==> src/verilog/frontend_regs_pkg.sv <==
package frontend_regs_pkg;
  localparam int REG_W = 24;
  localparam int ADDR_W = 7;
  localparam int FRAME_BITS = 32;
  localparam logic [5:0] ADDR_BITS = 6'h08;
  localparam logic [5:0] LAST_BIT = 6'h1F;
  localparam int FLAG_W = 13;

  // Device register offsets.
  localparam logic [ADDR_W-1:0] DIAGNOSTIC_FAULT_FLAGS_FLAGS_ADDR = 7'h30;
  localparam logic [ADDR_W-1:0] CTRL_ADDR = 7'h31;
  localparam logic [ADDR_W-1:0] PDN_START_ADDR = 7'h32;
  localparam logic [REG_W-1:0] REG_RESET = 24'h000000;

  // Control register fields.
  localparam int THIRD_EMITTER_BIT = 15;
  localparam int SERIAL_TRI_BIT = 4;
  localparam int DIVIDED_CLOCK_OUT_TRISTATE_BIT = 3;
  localparam int DIV_LSB = 0;
  localparam int DIV_W = 3;
  localparam int PDN_W = 16;

  // Diagnostic flag positions.
  localparam int PD_ALARM_BIT = 12;
  localparam int EMITTER_ALARM_BIT = 11;
  localparam int EMITTER2_OPEN_BIT = 10;
  localparam int EMITTER1_OPEN_BIT = 9;
  localparam int EMITTER_SHORT_BIT = 8;
  localparam int NEG_DRV_GND_BIT = 7;
  localparam int POS_DRV_GND_BIT = 6;
  localparam int PD_OPEN_BIT = 5;
  localparam int PD_SHORT_BIT = 4;
  localparam int NEG_IN_GND_BIT = 3;
  localparam int POS_IN_GND_BIT = 2;
  localparam int NEG_IN_EMIT_BIT = 1;
  localparam int POS_IN_EMIT_BIT = 0;

  // Divider codes.
  localparam logic [DIV_W-1:0] DIV_BY_2 = 3'h0;
  localparam logic [DIV_W-1:0] DIV_BY_4 = 3'h2;
  localparam logic [DIV_W-1:0] DIV_BY_6 = 3'h3;
  localparam logic [DIV_W-1:0] DIV_BY_8 = 3'h4;
  localparam logic [DIV_W-1:0] DIV_BY_12 = 3'h5;
  localparam logic [DIV_W-1:0] DIV_BY_1 = 3'h7;

  // Host command port offsets and fields.
  localparam logic [2:0] HOST_ADDR_REG = 3'h0;
  localparam logic [2:0] HOST_DATA_REG = 3'h1;
  localparam logic [2:0] HOST_GO_REG = 3'h2;
  localparam logic [2:0] HOST_STATUS_REG = 3'h3;
  localparam logic [2:0] HOST_RX_REG = 3'h4;
  localparam int READ_FLAG_BIT = 7;

  // Serial clock half period in system clock cycles.
  localparam logic [2:0] SCLK_HALF = 3'h4;

  // Half period of the divided clock, in system clock cycles.
  function automatic logic [2:0] div_half(input logic [DIV_W-1:0] code);
    case (code)
      DIV_BY_4: div_half = 3'h2;
      DIV_BY_6: div_half = 3'h3;
      DIV_BY_8: div_half = 3'h4;
      DIV_BY_12: div_half = 3'h6;
      default: div_half = 3'h1;
    endcase
  endfunction
endpackage

==> src/verilog/serial_link_if.sv <==
`timescale 1ns/1ps
interface serial_link_if;
  logic sclk;
  logic cs_n;
  logic mosi;
  logic serial_data_out_pin;
  logic serial_data_out_oe;
  logic miso_line;

  // Undriven line is read as low.
  assign miso_line = serial_data_out_oe & serial_data_out_pin;

  modport device (
    input sclk,
    input cs_n,
    input mosi,
    output serial_data_out_pin,
    output serial_data_out_oe
  );
  modport host (
    output sclk,
    output cs_n,
    output mosi,
    input miso_line
  );
endinterface
==> src/verilog/frontend_regs.sv <==
// Functional notes
// - Fault register read-only, bits 23:13 zero.
// - Flags captured when diagnostics done rises.
// - Flag reads 0 no fault, 1 fault.
// - Bit 12 photodiode alarm, bit 11 emitter.
// - Bits 10/9 second/first emitter open.
// - Bit 8 emitter short.
// - Bits 7/6 neg/pos drive to ground.
// - Bit 5 photodiode open, bit 4 short.
// - Bits 3/2 neg/pos input to ground.
// - Bits 1/0 neg/pos input to emitter.
// - Control resets zero; reserved bits written zero.
// - Bit 15 moves positive drive to third.
// - Host limits third emitter current setting.
// - Bit 4 tri-states serial data output.
// - Host tri-states output when bus shared.
// - Bit 3 tri-states divided clock output.
// - Bits 2:0 select divider, two codes illegal.
// - Host matches divider code to clock.
// - Start count 16 bits, resets zero.
// - Start count places power-down pulse start.
// - Zero start count leaves feature off.
`timescale 1ns/1ps
module frontend_regs
  import frontend_regs_pkg::*;
(
  // Clock and reset.
  input wire logic clk_sys,
  input wire logic resetn,
  // Serial link to the host.
  serial_link_if.device link,
  // Diagnostics sequencer.
  input wire logic diagnostics_done_pin,
  input wire logic [FLAG_W-1:0] diagnostic_fault_flags_flags_in,
  // Timing engine.
  input wire logic pos_bridge_ctrl,
  input wire logic neg_bridge_ctrl,
  input wire logic prp_start,
  // Emitter drive, clock and power-down outputs.
  output logic pos_bridge_output,
  output logic neg_bridge_output,
  output logic third_emitter_output,
  output logic divided_clock_output,
  output logic divided_clock_oe,
  output logic dynamic_power_down_start,
  output logic third_emitter_select
);
  typedef struct packed {
    logic sclk_s1;
    logic sclk_s2;
    logic sclk_s3;
    logic cs_s1;
    logic cs_s2;
    logic mosi_s1;
    logic mosi_s2;
    logic [5:0] bit_cnt;
    logic [FRAME_BITS-1:0] in_sh;
    logic [REG_W-1:0] out_sh;
    logic miso;
    logic miso_oe;
    logic done_q;
    logic [FLAG_W-1:0] flags;
    logic [REG_W-1:0] ctrl;
    logic [PDN_W-1:0] pdn_start;
    logic [2:0] div_cnt;
    logic clk_out;
    logic clk_oe;
    logic [PDN_W-1:0] pd_cnt;
    logic pd_pulse;
    logic pos_out;
    logic neg_out;
    logic tx3_out;
  } dev_state_t;

  dev_state_t st;
  dev_state_t next_st;
  logic rise;
  logic fall;
  logic [FRAME_BITS-1:0] word;
  logic [REG_W-1:0] rd_val;
  logic [2:0] half;

  always_comb begin
    next_st = st;
    // The link arrives from another chip, so every line passes two flops first.
    // The third sclk flop only feeds the edge detector and is never a sync stage.
    next_st.sclk_s1 = link.sclk;
    next_st.sclk_s2 = st.sclk_s1;
    next_st.sclk_s3 = st.sclk_s2;
    next_st.cs_s1 = link.cs_n;
    next_st.cs_s2 = st.cs_s1;
    next_st.mosi_s1 = link.mosi;
    next_st.mosi_s2 = st.mosi_s1;
    rise = st.sclk_s2 & ~st.sclk_s3;
    fall = ~st.sclk_s2 & st.sclk_s3;
    word = {st.in_sh[FRAME_BITS-2:0], st.mosi_s2};

    // Read-only flags
    // Upper bits read as zero and writes never reach this register.
    // The value is chosen on the eighth rise, once the address is complete.
    // Unmapped offsets read zero so a wrong address is easy to spot.
    rd_val = REG_RESET;
    case (word[ADDR_W-1:0])
      DIAGNOSTIC_FAULT_FLAGS_FLAGS_ADDR: rd_val[FLAG_W-1:0] = st.flags;
      CTRL_ADDR: rd_val = st.ctrl;
      PDN_START_ADDR: rd_val[PDN_W-1:0] = st.pdn_start;
      default: rd_val = REG_RESET;
    endcase

    if (st.cs_s2) begin
      next_st.bit_cnt = 6'h00;
    end else if (rise) begin
      next_st.in_sh = word;
      next_st.bit_cnt = st.bit_cnt + 6'h01;
      // Loading on the eighth rise leaves half a clock before the first data fall.
      if (st.bit_cnt == ADDR_BITS - 6'h01 && word[READ_FLAG_BIT]) begin
        next_st.out_sh = rd_val;
      end
      if (st.bit_cnt == LAST_BIT && !word[FRAME_BITS-1]) begin
        case (word[REG_W+ADDR_W-1:REG_W])
          // Control write path
          // Reserved control bits are kept as written; the host writes zero.
          CTRL_ADDR: next_st.ctrl = word[REG_W-1:0];
          PDN_START_ADDR: next_st.pdn_start = word[PDN_W-1:0];
          default: next_st.ctrl = st.ctrl;
        endcase
      end
    end else if (fall && st.bit_cnt >= ADDR_BITS) begin
      next_st.miso = st.out_sh[REG_W-1];
      next_st.out_sh = {st.out_sh[REG_W-2:0], 1'b0};
    end
    // Serial output tri-state
    // Also released while deselected so a shared line stays free.
    next_st.miso_oe = ~st.cs_s2 & ~st.ctrl[SERIAL_TRI_BIT];

    next_st.done_q = diagnostics_done_pin;
    if (diagnostics_done_pin && !st.done_q) begin
      next_st.flags = diagnostic_fault_flags_flags_in;
    end

    // Clock divider
    // Divide-by-1 cannot come from a register; it toggles every cycle.
    // A new code applies to the running count at once, so one odd period may follow a write.
    half = div_half(st.ctrl[DIV_LSB+DIV_W-1:DIV_LSB]);
    next_st.div_cnt = st.div_cnt + 3'h1;
    if (st.div_cnt + 3'h1 >= half) begin
      next_st.div_cnt = 3'h0;
      next_st.clk_out = ~st.clk_out;
    end
    next_st.clk_oe = ~st.ctrl[DIVIDED_CLOCK_OUT_TRISTATE_BIT];

    // Zero count disables
    // The count restarts at every period start, so a late write only shifts one period.
    // A start value beyond the period length simply never fires.
    next_st.pd_pulse = 1'b0;
    if (prp_start) begin
      next_st.pd_cnt = '0;
    end else if (next_st.clk_out && !st.clk_out) begin
      next_st.pd_cnt = st.pd_cnt + 16'h0001;
      next_st.pd_pulse = (st.pdn_start != '0) && (st.pd_cnt + 16'h0001 == st.pdn_start);
    end

    // Third emitter routing
    // The idle output is held low so both emitters are never lit at once.
    if (st.ctrl[THIRD_EMITTER_BIT]) begin
      next_st.pos_out = 1'b0;
      next_st.tx3_out = pos_bridge_ctrl;
    end else begin
      next_st.pos_out = pos_bridge_ctrl;
      next_st.tx3_out = 1'b0;
    end
    next_st.neg_out = neg_bridge_ctrl;
  end

  always_ff @(posedge clk_sys or negedge resetn) begin
    if (!resetn) begin
      // Select lines reset to their idle level so no false frame start follows reset.
      st <= '0;
      st.sclk_s1 <= 1'b0;
      st.cs_s1 <= 1'b1;
      st.cs_s2 <= 1'b1;
      st.clk_oe <= 1'b1;
    end else begin
      st <= next_st;
    end
  end

  assign link.serial_data_out_pin = st.miso;
  assign link.serial_data_out_oe = st.miso_oe;
  assign pos_bridge_output = st.pos_out;
  assign neg_bridge_output = st.neg_out;
  assign third_emitter_output = st.tx3_out;
  assign divided_clock_output = st.clk_out;
  assign divided_clock_oe = st.clk_oe;
  assign dynamic_power_down_start = st.pd_pulse;
  assign third_emitter_select = st.ctrl[THIRD_EMITTER_BIT];
endmodule

==> src/flat_wrapper.sv <==
// flat-port wrapper written by rule: the top's interface ports become plain ports
module frontend_regs_flat import frontend_regs_pkg::*;
  (clk_sys, resetn, diagnostics_done_pin, diagnostic_fault_flags_flags_in, pos_bridge_ctrl, neg_bridge_ctrl, prp_start, pos_bridge_output, neg_bridge_output, third_emitter_output, divided_clock_output, divided_clock_oe, dynamic_power_down_start, third_emitter_select, link_sclk, link_cs_n, link_mosi, link_serial_data_out_pin, link_serial_data_out_oe);
  serial_link_if link_i ();
  input wire logic clk_sys;
  input wire logic resetn;
  input wire logic diagnostics_done_pin;
  input wire logic [FLAG_W-1:0] diagnostic_fault_flags_flags_in;
  input wire logic pos_bridge_ctrl;
  input wire logic neg_bridge_ctrl;
  input wire logic prp_start;
  output logic pos_bridge_output;
  output logic neg_bridge_output;
  output logic third_emitter_output;
  output logic divided_clock_output;
  output logic divided_clock_oe;
  output logic dynamic_power_down_start;
  output logic third_emitter_select;
  input wire logic [$bits(link_i.sclk)-1:0] link_sclk;
  input wire logic [$bits(link_i.cs_n)-1:0] link_cs_n;
  input wire logic [$bits(link_i.mosi)-1:0] link_mosi;
  output wire logic [$bits(link_i.serial_data_out_pin)-1:0] link_serial_data_out_pin;
  output wire logic [$bits(link_i.serial_data_out_oe)-1:0] link_serial_data_out_oe;
  assign link_i.sclk = link_sclk;
  assign link_i.cs_n = link_cs_n;
  assign link_i.mosi = link_mosi;
  assign link_serial_data_out_pin = link_i.serial_data_out_pin;
  assign link_serial_data_out_oe = link_i.serial_data_out_oe;
  frontend_regs u_core (.clk_sys(clk_sys), .resetn(resetn), .link(link_i), .diagnostics_done_pin(diagnostics_done_pin), .diagnostic_fault_flags_flags_in(diagnostic_fault_flags_flags_in), .pos_bridge_ctrl(pos_bridge_ctrl), .neg_bridge_ctrl(neg_bridge_ctrl), .prp_start(prp_start), .pos_bridge_output(pos_bridge_output), .neg_bridge_output(neg_bridge_output), .third_emitter_output(third_emitter_output), .divided_clock_output(divided_clock_output), .divided_clock_oe(divided_clock_oe), .dynamic_power_down_start(dynamic_power_down_start), .third_emitter_select(third_emitter_select));
endmodule
==> config.mk <==
export PLATFORM = sky130hd
export DESIGN_NAME = frontend_regs_flat
export DESIGN_NICKNAME = d
export VERILOG_FILES = /design/src/verilog/frontend_regs_pkg.sv /design/src/verilog/serial_link_if.sv /design/src/verilog/frontend_regs.sv /design/src/flat_wrapper.sv
export SDC_FILE = /design/constraint.sdc
export NUM_CORES = 1
export LEC_CHECK = 0
export ABC_AREA = 1
export BUFFER_PORTS_ARGS = -buffer_cell sky130_fd_sc_hd__buf_4
export CAP_MARGIN = 20
export CORE_ASPECT_RATIO = 1.4
export CORE_UTILIZATION = 45
export DETAILED_ROUTE_END_ITERATION = 7
export PLACE_DENSITY = 0.64
export SYNTH_ARGS = -nofsm -noshare
export SYNTH_HDL_FRONTEND = slang
export SYNTH_SLANG_ARGS = --single-unit
==> constraint.sdc <==
create_clock -name clk_sys -period 3.02 [get_ports clk_sys]
set_input_delay 0.302 -clock clk_sys [delete_from_list [all_inputs] [get_ports clk_sys]]
set_output_delay 0.302 -clock clk_sys [all_outputs]
set_load 0.02 [all_outputs]
# ---- Word level (Yosys, flattened, before mapping)
# Cells that the tools add are included.
dict set report totals {
  regBits 150
  in_bits 22
  out_inout_bits 9
  wordCells 85
}
dict set report op_classes {
  addsub 3
  order_cmp 2
  n_eq_ne 13
  muxes 15
  bitwise 10
  reduce_logical 18
}
# cell count
set ops {}
lappend ops {{24-bit two-way mux} 2}
lappend ops {{13-bit case mux with 3 select lines} 1}
lappend ops {{38-bit two-way mux} 1}
lappend ops {{7-bit by 6-bit equality test with 1-bit output (second input constant)} 5}
lappend ops {{25-bit two-way mux} 1}
lappend ops {{17-bit two-way mux} 1}
lappend ops {{16-bit by 1-bit adder with 16-bit output (second input constant)} 1}
lappend ops {{16-bit equality test} 1}
lappend ops {{16-bit two-way mux} 1}
lappend ops {{16-bit nonzero test} 1}
lappend ops {{3-bit case mux with 4 select lines} 1}
lappend ops {{8-bit two-way mux} 1}
lappend ops {{4-bit AND reduction} 2}
lappend ops {{1-bit NOT} 7}
lappend ops {{6-bit by 1-bit adder with 6-bit output (second input constant)} 1}
lappend ops {{3-bit by 2-bit equality test with 1-bit output (second input constant)} 2}
lappend ops {{3-bit equality test (second input constant)} 2}
lappend ops {{6-bit by 3-bit equality test with 1-bit output (second input constant)} 1}
lappend ops {{6-bit by 5-bit equality test with 1-bit output (second input constant)} 1}
lappend ops {{6-bit by 4-bit >= comparator with 1-bit output (second input constant)} 1}
lappend ops {{1-bit logical AND} 6}
lappend ops {{6-bit two-way mux} 1}
lappend ops {{3-bit case mux with 2 select lines} 1}
lappend ops {{3-bit AND reduction} 2}
lappend ops {{9 further kinds} 17}

# ---- Depth between registers and ports, before layout
# Gate-level depths: netlist (run 1).
dict set report depth {
  depth_word 7
  ltp_mapped 18
  ltp_nobuf 18
}

# ---- Least setup slack after synthesis (run 1)
# OpenSTA, ideal clock, no wires.
dict set report synth_timing {
  path_kind {reg-to-reg}
  start {register u_core.st[42] in the netlist's numbering}
  end {register u_core.st (netlist bit u_core.dynamic_power_down_start)}
  setup_time_ps 71
  arrival_ps 2537
  setup_slack_ps 411
  path_stages_with_launch 19
  n_path_buf 0
  period_less_slack_ps 2609
  path_cell_list {dfrtp_1 > inv_1 > ha_1 > inv_1 > o21ai_0 > ha_1 > nand2_1 > o211ai_1 > ha_1 > inv_1 > nor2_1 > nand3_1 > nor2_1 > nand3_1 > nor2_1 > nand2_1 > nor2_1 > nand2_1 > nor2_1}
}
# item line
set synth_lines {}
lappend synth_lines {{from (decl)} frontend_regs.sv:75} ;# dev_state_t st;
lappend synth_lines {{from (signal assigned)} frontend_regs.sv:184} ;# st <= next_st;

# ---- Worst setup path in the final report (run 1)
dict set report layout_timing {
  start {register u_core.st[22] in the netlist's numbering}
  end {register u_core.st[15] in the netlist's numbering}
}
dict set report layout_via {
  elab_chain_cells 5
}
# item line
set layout_rtl {}
lappend layout_rtl {{3-bit by 1-bit adder with 3-bit output} frontend_regs.sv:146} ;# if (st.div_cnt + 3'h1 >= half) begin
lappend layout_rtl {{3-bit >= comparator} frontend_regs.sv:146}
lappend layout_rtl {{4-bit two-way mux} frontend_regs.sv:146}
lappend layout_rtl {{1-bit logical AND} frontend_regs.sv:158} ;# end else if (next_st.clk_out && !st.clk_out) begin
lappend layout_rtl {{2-bit nonzero test (no line)} n/a}
# No other way between the ends.
# A chain may end at the register's enable or synchronous reset.

==> results of run 1 <==
==> final cells by class <==
class	instances	area, µm²	share of cell area
Inverter	99	372	0.0464
Timing Repair Buffer	45	369	0.0461
Multi-Input combinational cell	524	2640	0.330
Sequential cell	149	3730	0.466
Tap cell	192	240	0.0300
Clock buffer	18	439	0.0548
Clock inverter	14	211	0.0264
==> worst max-delay path: stages (launching register included) <==
cell	delay, ns
dfrtp_1	0.38
ha_1	0.16
inv_1	0.04
or2_2	0.28
nand2_1	0.07
ha_1	0.25
a21oi_1	0.20
o211ai_1	0.11
buf_4	0.16
ha_1	0.19
inv_1	0.06
nor2_1	0.04
buf_4	0.15
inv_1	0.32
o22ai_1	0.16
==> per-layer routing <==
layer  GRT usage  routed length, µm  up-vias
met5           0                  0        -
met4      0.0918                446        0
met3      0.0486                470       24
met2       0.371               8050       98
met1       0.261               6650     2605
li1            -                  -     2694
==> per-stage QoR <==
stage	setup slack (ns)	area, µm²	std cells	util
6_report	0.296	8010	1041	0.534
5_1_grt	0.0680	8010	1041	0.534
3_3_place_gp	0.391	7280	1001	0.486
3_5_place_dp	0.267	7280	1001	0.486
2_1_floorplan	0.411	6890	800	-
4_1_cts	0.247	7990	1039	0.533
==> cell usage in the layout (no fill, tap or decap), drive strengths merged <==
cell type / instances
nand2: 193
clkbuf: 18
nor3: 8
nor2: 59
inv: 106
nor4: 3
xnor2: 2
a21oi: 45
a22oi: 1
dlygate4sd3: 6
clkinv: 3
nand3b: 1
xor2: 1
buf: 39
o21bai: 1
o31ai: 1
or2: 1
nand4: 4
and2: 1
a31oi: 4
bufinv: 4
ha: 10
dfrtp: 146
o22ai: 24
nand3: 52
o211ai: 1
dfstp: 3
o21ai: 99
xnor3: 1
mux2: 12
==> flip-flops by register name, indices dropped and copies added, names as in the netlist <==
register / count
u_core.st: 136
u_core.next_st: 4
u_core.divided_clock_oe: 1
u_core.divided_clock_output: 1
u_core.dynamic_power_down_start: 1
u_core.link.serial_data_out_oe: 1
u_core.link.serial_data_out_pin: 1
u_core.neg_bridge_output: 1
u_core.pos_bridge_output: 1
u_core.third_emitter_output: 1
u_core.third_emitter_select: 1
==> kinds of logic (layout without fill, tap and decap cells) <==
| kind of cell | after synthesis | in the layout | synth area share |
|---|---|---|---|
| simple gates | 322 | 322 | 0.201 |
| flops | 149 | 149 | 0.542 |
| fa+ha+maj | 10 | 10 | 0.0182 |
| compound gates | 176 | 176 | 0.137 |
| xor+xnor | 4 | 4 | 0.00709 |
| buf+inv | 127 | 176 | 0.0749 |
| mux | 12 | 12 | 0.0196 |
==> power groups by stage <==
stage | sequential [µW] | clock [µW] | combinational, µW
after floorplan | 2130 | 0 | 115
after global placement | 2140 | 0 | 209
after detailed placement | 2140 | 0 | 216
after CTS | 2110 | 2360 | 223
after global routing | 2110 | 2440 | 246
final | 2110 | 2320 | 218
==> worst paths after layout <==
kind / from / endpoint / slack [ns] / cells past startpoint
min in group asynchronous: resetn / u_core.st[17] / 0.44 / 2
max: u_core.st[22] / u_core.st[15] / 0.30 / 14
min reg2reg: u_core.next_st[148] / u_core.next_st[147] / 0.35 / 0
min: pos_bridge_ctrl / u_core.third_emitter_output / 0.08 / 3
max in group asynchronous: resetn / u_core.st[107] / 1.72 / 3
max reg2reg: u_core.st[22] / u_core.st[15] / 0.30 / 14
==> repair_timing <==
item                                    4_1_cts  5_1_grt
hold buffers                                  6        0
endpoints found under the setup margin        0        1
buffers inserted                              0        2
endpoints found under the hold margin        70        0
==> results.yml, run 1 <==
clock_network:
  clk_pin_slew_ns: 0.06
  clock_latency_ns: 0.43
  cts_tree: "done"
  cts_root_buffer: "clkbuf_16"
  cts_buffers: 17
  ctsResizeCount: 0
  clock_path_buffers: 2
  cts_sinks: 149
  h-tree-depth: 4
grt:
  grt.overflow.total: 0
  grt_antenna_before_repair: 0
  grt_pass1_vias: 5474
  grt_pass1_wl_um: 26700
  grt_max_degree: 69
  grt_usage: 0.216
worst_setup_path:
  critPathKind: "register to register"
  cp.required_ns: 3.30
  crit_path_start_kind: "register"
  worstPathArrival_ns: 3.01
  end_kind: "register"
  cp_max_fo: 11
pwr:
  p_total_uw: 4650
  combPwrFrac: 0.047
  p_sw_frac: 0.232
  p_leak_uw: 0.00362
  cellPowerDensity_nw_per_um2: 580
  pwr-share-clk: 0.499
  power_frac_seq: 0.454
  vdd_drop_max_mv: 0.347
  p_switching_uw: 1080
  internal_power_uw: 3570
floorplanning:
  die-area_um2: 15800
  die_width_um: 107
  ios: 31
  initial_core_util: 0.460
  core_um2: 15000
  die_h_um: 148
  rows: 53
synthesis:
  synth.cell_area_um2: 6890
  synth-edff-count: 0
  yosys_most_used_dff: "dfrtp_1"
  yosys.area.top_type: "dfrtp_1"
  synthesis.nets: 832
  async_flop_share: 1.00
  yosysWarningCount: 0
  synth_top_area_share: 0.531
  ys_top_cells_by_area: "dfrtp_1 53%, nand2_1 10%, o21ai_0 6.2%, inv_1 5.0%, nand3_1 3.8%"
  ys_seq_area_frac: 0.542
  synthCells: 800
  synth_most_common_cell: "nand2_1"
  synth_common_cells: "188 x nand2_1, 146 x dfrtp_1, 92 x inv_1"
  syn_avg_cell_area_um2: 8.61
  synth.distinct_cells: 40
  yosys_register_bits: 149
routing:
  via_count: 5421
  drtIter0Drc: 348
  drc_errors: 0
  ant_nets: 0
  firstDrtPassIters: 4
  wl_um: 15600
  via_per_inst: 5.21
  avgRoutedWirePerCell_um: 15.0
worst_hold_path:
  hold_path_class: "primary input to register"
finish:
  n_antenna_cell: 0
  area_delta_synth_final_pct: 16.3
  nFillCells: 1383
  final_layout_size_suffix_gt1_frac: 0.132
  nNetsFinal: 868
timing:
  setup_viol: 0
  fin_crit_sh: 0.902
  slew_headroom: 0.311
  slew_viol_final: 0
  clock_skew_ns: 0.0110
  setup_tns_ns: 0
  worst_slew_pin_slew_ns: 1.03
  fmax_mhz: 367
  rsz0062_at_grt: "false"
  hold_viol: 0
  min_period_ns: 2.72
  whs_ns: 0.0818
flow_run:
  cap_violations: 0
placement:
  dp_hpwl_um: 11000
  place_congestion: 0.901
  port_buffers: 30
outcome:
  status: "complete, no violations"
No activity file was read; power rests on OpenSTA's default activity.
==> inputs of run 2 (changes only) <==
CORE_UTILIZATION = 50   (was 45)
PLACE_DENSITY = 0.7   (was 0.64)
==> results.yml, run 2 (same netlist as run 1, synthesis figures left out) <==
outcome:
  status: "complete, no violations"
placement:
  place_congestion: 0.896
  port_buffers: 30
  dp_hpwl_um: 10900
routing:
  firstDrtPassIters: 5
  via_count: 5520
  drtIter0Drc: 303
  wl_um: 15700
  drc_errors: 0
  ant_nets: 0
  avgRoutedWirePerCell_um: 15.3
  via_per_inst: 5.35
pwr:
  p_sw_frac: 0.229
  p_total_uw: 4540
  power_frac_seq: 0.464
  cellPowerDensity_nw_per_um2: 569
  combPwrFrac: 0.048
  internal_power_uw: 3500
  p_leak_uw: 0.00360
  p_switching_uw: 1040
  pwr-share-clk: 0.488
  vdd_drop_max_mv: 0.452
timing:
  min_period_ns: 2.70
  slew_headroom: 0.333
  fmax_mhz: 370
  clock_skew_ns: 0.0104
  slew_viol_final: 0
  setup_viol: 0
  fin_crit_sh: 0.894
  rsz0062_at_grt: "false"
  setup_tns_ns: 0
  hold_viol: 0
  worst_slew_pin_slew_ns: 0.998
worst_setup_path:
  cp_common_cell: "inv_1"
  cp.required_ns: 3.29
  reg2reg_setup_slack_ns: 0.32
  reg2reg_depth: 13
  timing.rr.end: "u_core.st[8]"
  crit_family: "adder cells"
  cp.depth: 13
  cp_num_buf_inv: 4
  crit_chain: "ha_1, inv_1, or2_2, nand2_1, ha_1, a21oi_1, o211ai_1, ha_2, inv_1, nor2_2, buf_4, inv_1, o22ai_1"
  end_kind: "register"
  crit_path_start_kind: "register"
  r2r_start: "u_core.st[22]"
  cpPeakStageDelay_ns: 0.38
  worstPathArrival_ns: 2.97
  critPathKind: "register to register"
  worst_path_max_delay_cell: "dfrtp_1"
  cp_max_fo: 11
floorplanning:
  initial_core_util: 0.514
  die_h_um: 141
  die-area_um2: 14300
  die_width_um: 101
  ios: 31
  core_um2: 13400
  rows: 50
grt:
  grt_pass1_wl_um: 26200
  grt_antenna_before_repair: 0
  grt_pass1_vias: 5369
  grt_max_degree: 74
  grt.overflow.total: 0
  grt_usage: 0.240
worst_hold_path:
  hold_path_class: "primary input to register"
  hold_start: "pos_bridge_ctrl"
  hold_depth: 3
  hold_end: "u_core.third_emitter_output"
finish:
  largest_reg_flops: 136
  area_delta_synth_final_pct: 15.9
  n_antenna_cell: 0
  mostFrequentLayoutCells: "188 x nand2_1, 146 x dfrtp_1, 92 x inv_1"
  final_common_cell: "nand2_1"
  regMostFlops: "u_core.st"
  final_layout_size_suffix_gt1_frac: 0.134
  nNetsFinal: 869
clock_network:
  clock_latency_ns: 0.42
  cts_root_buffer: "clkbuf_16"
  cts_buffers: 17
  cts_sinks: 149
  cts_tree: "done"
  clock_path_buffers: 2
  h-tree-depth: 4
  clk_pin_slew_ns: 0.06
flow_run:
  cap_violations: 0
==> run 2: final cells by class <==
class / instances / area, µm²
clock inverters: 12 / 166
repair buffers: 46 / 377
multi-input cells: 524 / 2650
fillers: 1183 / 5410
flip-flops and latches: 149 / 3730
clock buffers: 20 / 457
well taps: 182 / 228
inverters: 99 / 372
==> run 2: how the worst max path moves through the flow <==
stage | startpoint | end | slack [ns]
5_1_grt | u_core.st[42] | u_core.dynamic_power_down_start | 0.02
2_1_floorplan | u_core.st[42] | u_core.dynamic_power_down_start | 0.41
4_1_cts | u_core.st[42] | u_core.dynamic_power_down_start | 0.28
3_3_place_gp | u_core.st[42] | u_core.dynamic_power_down_start | 0.43
6_report | u_core.st[22] | u_core.st[8] | 0.32
3_5_place_dp | u_core.st[42] | u_core.dynamic_power_down_start | 0.30
==> run 2: stage by stage <==
step	util	hold WS (ns)	cells	instance area [µm²]	setup slack, ns
2_1_floorplan	-	0.00641	800	6890	0.411
3_3_place_gp	0.544	0.334	992	7280	0.428
3_5_place_dp	0.544	0.347	992	7280	0.303
4_1_cts	0.595	0.0710	1030	7960	0.277
5_1_grt	0.596	0.0957	1032	7980	0.0181
6_report	0.596	0.0845	1032	7980	0.320
==> run 2: what timing repair did <==
action / CTS / global route
buffers inserted: 0 / 2
setup endpoints to repair: 0 / 1
gates resized for setup: 0 / 2
hold endpoints to repair: 76 / 0
hold buffers: 6 / 0
==> run 2: power groups by stage <==
stage | logic [µW] | clock network, µW | registers (µW)
2_1_floorplan | 115 | 0 | 2130
3_3_place_gp | 208 | 0 | 2140
3_5_place_dp | 214 | 0 | 2140
4_1_cts | 223 | 2250 | 2110
5_1_grt | 248 | 2330 | 2110
6_report | 219 | 2210 | 2110
==> run 2: worst register-to-register path, cell delays in order, from the launching register on <==
cell and delay [ns]:
dfrtp_1 0.38, ha_1 0.16, inv_1 0.04, or2_2 0.28
nand2_1 0.07, ha_1 0.26, a21oi_1 0.18, o211ai_1 0.18
ha_2 0.24, inv_1 0.06, nor2_2 0.04, buf_4 0.15
inv_1 0.33, o22ai_1 0.17
==> run 2: per-layer routing <==
layer / up-vias / share of wire / GRT usage
met4: 0 / 0.033 / 0.113
li1: 2688 / - / -
met5: - / 0 / 0
met1: 2677 / 0.42 / 0.292
met3: 27 / 0.035 / 0.0516
met2: 128 / 0.52 / 0.403
